[src/logic/mia_pkg.sv]
// constants of the core interrupt aggregator: register map, bit positions,
// reset values and the fixed vector table.
// assumes an 8-bit register port with 16-bit addresses.
`default_nettype none

package mia_pkg;

  // ********************************
  // register map
  // ********************************
  localparam logic [15:0] OFS_SRC   = 16'h7f00;
  localparam logic [15:0] OFS_MASK  = 16'h7f01;
  localparam logic [15:0] OFS_CFG0  = 16'h7ff4;
  localparam logic [15:0] OFS_TCTL  = 16'h7f80;
  localparam logic [15:0] OFS_IEN   = 16'h7f81;
  localparam logic [15:0] OFS_IPRI  = 16'h7f82;
  localparam logic [15:0] OFS_EICTL = 16'h7f83;
  localparam logic [15:0] OFS_EFLG  = 16'h7f84;
  localparam logic [15:0] OFS_EIEN  = 16'h7f85;
  localparam logic [15:0] OFS_EIPRI = 16'h7f86;
  localparam logic [7:0]  RST_BYTE  = 8'h00;

  // ********************************
  // bit positions
  // ********************************
  localparam int CFG_SEL_BIT  = 4;
  localparam int TC_IE0_BIT   = 1;
  localparam int TC_IE1_BIT   = 3;
  localparam int TC_TF0_BIT   = 5;
  localparam int TC_TF1_BIT   = 7;
  localparam int EI_RES_BIT   = 3;
  localparam int EI_PFI_FLAG  = 4;
  localparam int EI_PFI_EN    = 5;
  localparam int EF_FLAG_LO   = 4;
  localparam int EF_WAKE_BIT  = 7;
  localparam int IE_ALL_BIT   = 7;
  localparam int EIE_WAKE_BIT = 3;

  // ********************************
  // interrupt slots, index = natural priority
  // ********************************
  localparam int NUM_SLOTS = 13;
  localparam logic [7:0] VEC [0:12] = '{8'h33, 8'h03, 8'h0b, 8'h13, 8'h1b, 8'h23, 8'h2b,
                                        8'h3b, 8'h43, 8'h4b, 8'h53, 8'h5b, 8'h63};

  typedef enum logic [1:0] {LVL_NONE, LVL_LOW, LVL_HIGH, LVL_PFI} mia_level_t;

endpackage

`default_nettype wire

[src/logic/mia_arb_if.sv]
// signals between the register core and the priority arbiter.
// assumes both ends sit on the same clock.
`timescale 1ns/1ns
`default_nettype none

interface mia_arb_if;
  logic [12:0]         pending;
  logic [12:0]         high;
  logic                req;
  logic [3:0]          slot;
  mia_pkg::mia_level_t level;

  modport arb (input pending, input high, output req, output slot, output level);
  modport ctl (output pending, output high, input req, input slot, input level);
endinterface

`default_nettype wire

[src/logic/mia_arbiter.sv]
// picks the winning interrupt slot: power fail, then high, then low,
// lower natural priority number first inside a level.
// assumes pending already gated by enables.
`timescale 1ns/1ns
`default_nettype none

module mia_arbiter (
  mia_arb_if.arb a
);
  always_comb begin
    a.req   = 1'b0;
    a.slot  = 4'h0;
    a.level = mia_pkg::LVL_NONE;
    if (a.pending[0]) begin
      a.req   = 1'b1;
      a.level = mia_pkg::LVL_PFI;
    end else begin
      for (int i = 12; i >= 1; i--) begin
        if (a.pending[i] && !a.high[i]) begin
          a.req   = 1'b1;
          a.slot  = 4'(i);
          a.level = mia_pkg::LVL_LOW;
        end
      end
      for (int i = 12; i >= 1; i--) begin
        if (a.pending[i] && a.high[i]) begin
          a.req   = 1'b1;
          a.slot  = 4'(i);
          a.level = mia_pkg::LVL_HIGH;
        end
      end
    end
  end
endmodule

`default_nettype wire

[src/logic/mia_sync.sv]
// two-flop synchronisers with edge pulses for a group of pins.
// assumes asynchronous inputs; pulses are one clk cycle long.
`timescale 1ns/1ns
`default_nettype none

module mia_sync #(
  parameter int W = 1
) (
  input  wire logic         clk,
  input  wire logic         reset_n,
  input  wire logic [W-1:0] pin,
  output logic      [W-1:0] lvl,
  output logic      [W-1:0] rise,
  output logic      [W-1:0] edge_any
);
  logic [W-1:0] meta;
  logic [W-1:0] last;

  // meta feeds only lvl; edges compare lvl with last
  always_ff @(posedge clk or negedge reset_n) begin
    if (!reset_n) begin
      meta <= '0;
      lvl  <= '0;
      last <= '0;
    end else begin
      meta <= pin;
      lvl  <= meta;
      last <= lvl;
    end
  end

  assign rise     = lvl & ~last;
  assign edge_any = lvl ^ last;
endmodule

`default_nettype wire

[src/logic/mia_top.sv]
// core interrupt aggregator: flag, enable and priority registers for the
// thirteen vector slots, and the external interrupt 0 source/mask pair.
// assumes a one-cycle register port on clk and asynchronous event pins.
//
// Behaviour
// - power fail: slot 0, vector 0x33, no priority
// - ext irq 0: slot 1, vector 0x03
// - timer0, ext irq1, timer1 at 0x0b/13/1b
// - serial 0x23, timer2 0x2b
// - ext irq 2..5 at 0x43..0x5b
// - ext irq 5 collects all wake events
// - wake edges detected per pin, any function
// - unmasked source bits ORed onto ext irq 0
// - source bits clear only on written one
// - bits 7,6 need port logic select
// - bits 5,4 muxed by port logic select
// - channel b keyboard pins, a mouse pins
// - bit 3 two-wire, bits 2..0 edge wakes
// - mask bit one masks its source
// - masked sources still show in source
// - source and mask reset to zero
// - three levels, power fail preempts all
`timescale 1ns/1ns
`default_nettype none

module mia_top (
  input  wire logic        clk,
  input  wire logic        reset_n,
  input  wire logic [15:0] reg_addr,
  input  wire logic [7:0]  reg_wdata,
  input  wire logic        reg_wr,
  input  wire logic        reg_rd,
  output logic      [7:0]  reg_rdata,
  input  wire logic        power_fail_pin,
  input  wire logic        ext_irq1_in,
  input  wire logic        ext_irq2_in,
  input  wire logic        ext_irq3_in,
  input  wire logic        ext_irq4_in,
  input  wire logic        wake_irq_in,
  input  wire logic        port_chan_d_irq,
  input  wire logic        port_chan_c_irq,
  input  wire logic        port_chan_b_irq,
  input  wire logic        port_chan_a_irq,
  input  wire logic        alt_port2_irq,
  input  wire logic        alt_port1_irq,
  input  wire logic        twowire2_irq,
  input  wire logic        wake_ee4_pin,
  input  wire logic        wake_ee2_pin,
  input  wire logic        wake_ee3_pin,
  input  wire logic        timer0_overflow,
  input  wire logic        timer1_overflow,
  input  wire logic        timer2_overflow,
  input  wire logic        timer2_ext_reload,
  input  wire logic        serial0_tx_done,
  input  wire logic        serial0_rx_done,
  input  wire logic        irq_ack,
  output logic             ext_irq0_in,
  output logic             irq_req,
  output logic      [7:0]  irq_vector,
  output logic      [1:0]  irq_level,
  output logic             core_wake
);

  // ********************************
  // event capture
  // ********************************
  // bit order: 14 pfi, 13..10 ext irq1..4, 9 wake, 8..5 chan d..a,
  // 4..3 alt p2/p1, 2 two-wire, 1..0 tied low and unused
  logic [14:0] ev_lvl;
  logic [14:0] ev_rise;
  logic [2:0]  wk_lvl;
  logic [2:0]  wk_edge;

  mia_sync #(.W(15)) u_ev_sync (
    .clk      (clk),
    .reset_n  (reset_n),
    .pin      ({power_fail_pin, ext_irq1_in, ext_irq2_in, ext_irq3_in, ext_irq4_in, wake_irq_in,
                port_chan_d_irq, port_chan_c_irq, port_chan_b_irq, port_chan_a_irq,
                alt_port2_irq, alt_port1_irq, twowire2_irq, 2'b00}),
    .lvl      (ev_lvl),
    .rise     (ev_rise),
    .edge_any ()
  );

  // wake pins are watched raw, whatever function the pin carries
  mia_sync #(.W(3)) u_wk_sync (
    .clk      (clk),
    .reset_n  (reset_n),
    .pin      ({wake_ee4_pin, wake_ee2_pin, wake_ee3_pin}),
    .lvl      (wk_lvl),
    .rise     (),
    .edge_any (wk_edge)
  );

  // ********************************
  // register decode
  // ********************************
  logic [7:0] src;
  logic [7:0] mask;
  logic [7:0] cfg0;
  logic [7:0] tctl;
  logic [7:0] ien;
  logic [7:0] ipri;
  logic [7:0] eictl;
  logic [7:0] eflg;
  logic [7:0] eien;
  logic [7:0] eipri;

  wire hit_src   = reg_addr == mia_pkg::OFS_SRC;
  wire hit_mask  = reg_addr == mia_pkg::OFS_MASK;
  wire hit_cfg0  = reg_addr == mia_pkg::OFS_CFG0;
  wire hit_tctl  = reg_addr == mia_pkg::OFS_TCTL;
  wire hit_ien   = reg_addr == mia_pkg::OFS_IEN;
  wire hit_ipri  = reg_addr == mia_pkg::OFS_IPRI;
  wire hit_eictl = reg_addr == mia_pkg::OFS_EICTL;
  wire hit_eflg  = reg_addr == mia_pkg::OFS_EFLG;
  wire hit_eien  = reg_addr == mia_pkg::OFS_EIEN;
  wire hit_eipri = reg_addr == mia_pkg::OFS_EIPRI;

  wire [7:0] rd_mux = hit_src   ? src   :
                      hit_mask  ? mask  :
                      hit_cfg0  ? cfg0  :
                      hit_tctl  ? tctl  :
                      hit_ien   ? ien   :
                      hit_ipri  ? ipri  :
                      hit_eictl ? eictl :
                      hit_eflg  ? eflg  :
                      hit_eien  ? eien  :
                      hit_eipri ? eipri : 8'h00;

  // ********************************
  // external interrupt 0 sources
  // ********************************
  wire port_logic_select = cfg0[mia_pkg::CFG_SEL_BIT];
  wire [7:0] src_set;
  assign src_set[7] = port_logic_select & ev_rise[8];
  assign src_set[6] = port_logic_select & ev_rise[7];
  // channel b is the keyboard port, channel a the external mouse port
  assign src_set[5] = port_logic_select ? ev_rise[6] : ev_rise[4];
  assign src_set[4] = port_logic_select ? ev_rise[5] : ev_rise[3];
  // level source: re-sets while the controller still asserts it
  assign src_set[3] = ev_lvl[2];
  assign src_set[2:0] = wk_edge;

  wire [7:0] src_clr = (reg_wr && hit_src) ? reg_wdata : 8'h00;
  wire [7:0] next_src = (src & ~src_clr) | src_set;
  wire next_irq0 = |(next_src & ~mask);

  // ********************************
  // flag registers
  // ********************************
  wire ack_int0 = irq_ack && irq_level != mia_pkg::LVL_PFI && irq_vector == mia_pkg::VEC[1];
  wire ack_int1 = irq_ack && irq_vector == mia_pkg::VEC[3];
  wire ack_tf0  = irq_ack && irq_vector == mia_pkg::VEC[2];
  wire ack_tf1  = irq_ack && irq_vector == mia_pkg::VEC[4];
  wire irq0_rise = next_irq0 & ~ext_irq0_in;

  wire [7:0] tctl_set = {timer1_overflow, 1'b0, timer0_overflow, 1'b0, ev_rise[13], 1'b0, irq0_rise, 1'b0};
  wire [7:0] tctl_ack = {ack_tf1, 1'b0, ack_tf0, 1'b0, ack_int1, 1'b0, ack_int0, 1'b0};
  wire [7:0] tctl_base = (reg_wr && hit_tctl) ? reg_wdata : tctl;
  wire [7:0] next_tctl = (tctl_base & ~tctl_ack) | tctl_set;

  // ext irq 5 gathers the wake pin and every edge wake event
  wire wake_any = ev_rise[9] | (|wk_edge);
  wire [7:0] eflg_set = {wake_any, ev_rise[10], ev_rise[11], ev_rise[12], 4'h0};
  wire [7:0] eflg_base = (reg_wr && hit_eflg) ? reg_wdata : eflg;
  wire [7:0] next_eflg = eflg_base | eflg_set;

  wire [7:0] eictl_base = (reg_wr && hit_eictl) ? reg_wdata : eictl;
  wire [7:0] next_eictl = eictl_base | ({7'h00, ev_rise[14]} << mia_pkg::EI_PFI_FLAG);

  always_ff @(posedge clk or negedge reset_n) begin
    if (!reset_n) begin
      src         <= mia_pkg::RST_BYTE;
      mask        <= mia_pkg::RST_BYTE;
      ext_irq0_in <= 1'b0;
      reg_rdata   <= 8'h00;
    end else begin
      src         <= next_src;
      mask        <= (reg_wr && hit_mask) ? reg_wdata : mask;
      ext_irq0_in <= next_irq0;
      reg_rdata   <= reg_rd ? rd_mux : 8'h00;
    end
  end

  always_ff @(posedge clk or negedge reset_n) begin
    if (!reset_n) begin
      cfg0  <= mia_pkg::RST_BYTE;
      tctl  <= mia_pkg::RST_BYTE;
      ien   <= mia_pkg::RST_BYTE;
      ipri  <= mia_pkg::RST_BYTE;
      eictl <= mia_pkg::RST_BYTE;
      eflg  <= mia_pkg::RST_BYTE;
      eien  <= mia_pkg::RST_BYTE;
      eipri <= mia_pkg::RST_BYTE;
    end else begin
      cfg0  <= (reg_wr && hit_cfg0) ? reg_wdata : cfg0;
      tctl  <= next_tctl;
      ien   <= (reg_wr && hit_ien) ? reg_wdata : ien;
      ipri  <= (reg_wr && hit_ipri) ? reg_wdata : ipri;
      eictl <= next_eictl;
      eflg  <= next_eflg;
      eien  <= (reg_wr && hit_eien) ? reg_wdata : eien;
      eipri <= (reg_wr && hit_eipri) ? reg_wdata : eipri;
    end
  end

  // ********************************
  // slot pending, enable and priority
  // ********************************
  mia_arb_if arb_bus ();
  wire all_en = ien[mia_pkg::IE_ALL_BIT];
  wire [12:0] slot_flag = {eictl[mia_pkg::EI_RES_BIT], eflg[7:mia_pkg::EF_FLAG_LO],
                           1'b0,
                           timer2_overflow | timer2_ext_reload, serial0_tx_done | serial0_rx_done,
                           tctl[mia_pkg::TC_TF1_BIT], tctl[mia_pkg::TC_IE1_BIT],
                           tctl[mia_pkg::TC_TF0_BIT], tctl[mia_pkg::TC_IE0_BIT],
                           eictl[mia_pkg::EI_PFI_FLAG]};
  wire [12:0] slot_en = {eien[4:0], ien[6:0], eictl[mia_pkg::EI_PFI_EN]};
  // power fail has no priority bit, it always ranks above both levels
  assign arb_bus.pending = slot_flag & slot_en & {{12{all_en}}, 1'b1};
  assign arb_bus.high    = {eipri[4:0], ipri[6:0], 1'b0};

  mia_arbiter u_arb (
    .a (arb_bus.arb)
  );

  always_ff @(posedge clk or negedge reset_n) begin
    if (!reset_n) begin
      irq_req    <= 1'b0;
      irq_vector <= 8'h00;
      irq_level  <= 2'h0;
    end else begin
      irq_req    <= arb_bus.req;
      irq_vector <= mia_pkg::VEC[arb_bus.slot];
      irq_level  <= arb_bus.level;
    end
  end

  // the wake interrupt restarts a sleeping core even with the global enable off
  assign core_wake = eflg[mia_pkg::EF_WAKE_BIT] & eien[mia_pkg::EIE_WAKE_BIT];

  // ********************************
  // checks
  // ********************************
  logic seen_clk;
  always_ff @(posedge clk or negedge reset_n) begin
    if (!reset_n) begin
      seen_clk <= 1'b0;
    end else begin
      seen_clk <= 1'b1;
    end
  end
endmodule

`default_nettype wire

[config.mk]
export PLATFORM = sky130hd
export DESIGN_NAME = mia_top
export DESIGN_NICKNAME = d
export VERILOG_FILES = /design/src/logic/mia_pkg.sv /design/src/logic/mia_arb_if.sv /design/src/logic/mia_arbiter.sv /design/src/logic/mia_sync.sv /design/src/logic/mia_top.sv
export SDC_FILE = /design/constraint.sdc
export NUM_CORES = 1
export LEC_CHECK = 0
export BUFFER_PORTS_ARGS = -buffer_cell sky130_fd_sc_hd__buf_4
export CAP_MARGIN = 30
export CORE_MARGIN = 5
export CORE_UTILIZATION = 25
export CTS_BUF_LIST = sky130_fd_sc_hd__clkbuf_4
export DETAILED_ROUTE_END_ITERATION = 8
export REMOVE_ABC_BUFFERS = 1
export SYNTH_ARGS = -nofsm -noshare
export SYNTH_HDL_FRONTEND = slang
export SYNTH_HIERARCHICAL = 1
export SYNTH_SLANG_ARGS = --single-unit
[constraint.sdc]
create_clock -name clk -period 3.3 [get_ports clk]
set_input_delay 0.165 -clock clk [delete_from_list [all_inputs] [get_ports clk]]
set_output_delay 0.165 -clock clk [all_outputs]
set_load 0.005 [all_outputs]
==> qor.csv <==
metric;value;unit
Area Overhead vs Synth;22.0;%
crit path kind;register to register;
crit path launch;ien[7]$_DFFE_PN0P_;
post-CTS setup repair buffer count;0;
Slew headroom;49.1;%
cts repair resizes;0;
final wirelength;18.1;mm
Detailed Routing Iterations Pass 1;4;
Leakage;3.77;nW
maximum clock path buffer count;2;
hold buffer count at CTS;28;
RePlAce Congestion;0.879;
maximum VDD drop;0.000183;V
GRT Total Usage;12.0;%
cts bufs inserted;17;
Ys Warns;6;
core footprint;0.0268;mm²
die area;0.0305;mm²
Clk Tree Root Cell;clkbuf_4;
CP Max Fanout;13;
HPWL after DPL;13.3;mm
via count;4957;
R2R depth;9;
Synth Cell Area;0.00678;mm²
post-route clock period utilization;79.2;%
status;complete, no violations;
synthesized instance count;588;
most frequent cells in the layout;dfrtp_1, buf_4, mux2_2;
global-route wire length before repair;28.4;mm
Die Y;175;µm
Post-DRT Antenna Nets;0;
Tightest Hold Check Type;input port to asynchronous set/reset pin;
vias in the first global route;5057;
WP data arrival;3.10;ns
Filler cells;2718;
worst skew pair latency;0.57;ns
fin. max-slew vios;0;
DR WL/cell;17.3;µm
io pins;72;
Avg Vias per Cell;4.73;
final hold vios;0;
final clock skew;0.0201;ns
Clock H-tree levels;4;
Max Cap Viol;0;
layout cells sized above 1;27.9;%
Final Setup Violations;0;
pwr/cell area;390;mW/mm²
CTS Sinks;144;
R2R Path Start;ien[7]$_DFFE_PN0P_;
die span in x;175;µm
First DRT Iteration DRCs;268;
Rows;60;
DRC;0;
FMAX;0.383;GHz
total gr overflow;0;
largest net degree at the start of global routing;87;
setup_tns;0;ns
port buffer count;69;
actual slew at the worst max-slew pin;0.753;ns
Avg Cell Area, Syn;11.5;µm²
CP required;3.79;ns
Worst-path clk slew;0.14;ns
CTS tree;built;
initial antenna violation count;1;
Initial Util;25.3;%
post-route minimum period;2.61;ns
most common cell after layout, fill and taps aside;dfrtp_1;
Final nets;764;
critical path capture point type;register;
Core Util, Final;30.9;%
RSZ-0062 raised after global routing;no;
CP Launch Type;register;
## final timing paths
kind | to | slack, ns
worst max-delay path | irq_vector[4]$_DFF_PN0_ | 0.69
worst min-delay path | u_ev_sync/lvl[10]$_DFF_PN0_ | 0.12
worst max register to register | irq_vector[4]$_DFF_PN0_ | 0.69
worst min register to register | u_ev_sync/lvl[3]$_DFF_PN0_ | 0.36
max in group asynchronous | mask[7]$_DFFE_PN0P_ | 2.33
min in group clk | reg_rdata[6]$_DFF_PN0_ | 0.13
## worst max-delay path, cell delays in order (launching register included)
cell	delay (ns)
dfrtp_1	0.60
and3_1	0.25
nor2b_1	0.41
o21ai_0	0.18
nand2_1	0.09
a31oi_1	0.09
o21ai_0	0.31
inv_1	0.15
ha_1	0.31
o21ai_0	0.16
## routing by layer
layer / global-route usage (%) / part of all wire (%)
met1: 15.8 / 45
met2: 19.0 / 48
met3: 2.70 / 4.7
met4: 5.30 / 3.0
met5: 0 / 0
## registers in the layout, summed over array words and instances (netlist names), 8 cells and up
register and count:
mask 8, cfg0 8, eictl 8, u_ev_sync/meta 13, ipri 8, reg_rdata 8
src 8, eflg 8, tctl 8, eipri 8, ien 8, u_ev_sync/last 12
u_ev_sync/lvl 13, eien 8
## metrics by stage
step                instance area (µm²)  hold WS, ns  cells  setup WS, ns  power, mW
floorplan                          6700       -0.131    573         0.974       1.91
global placement                   7700        0.174    988         0.840       2.07
detailed placement                 7700        0.177    988         0.725       2.08
CTS                                8270       0.0742   1048         0.719       3.28
global route                       8270       0.0820   1049         0.475       3.38
finish                             8270        0.117   1049         0.687       3.22
## cell type report
cell class / instances / area (µm²) / area share, %
Sequential cell: 144 / 3600 / 43.6
Multi-Input combinational cell: 396 / 2970 / 35.9
Timing Repair Buffer: 102 / 852 / 10.3
Tap cell: 341 / 427 / 5.16
Clock inverter: 15 / 161 / 1.95
Clock buffer: 17 / 128 / 1.54
Inverter: 33 / 125 / 1.51
Antenna cell: 1 / 2.50 / 0.0303
## report_power, final
part / switching, mW / total, mW / internal [mW]
Sequential: 0.0165 / 1.82 / 1.80
Combinational: 0.140 / 0.246 / 0.106
Clock: 0.746 / 1.16 / 0.415
Total: 0.903 / 3.22 / 2.32
Power figures use the tool's default switching activity.
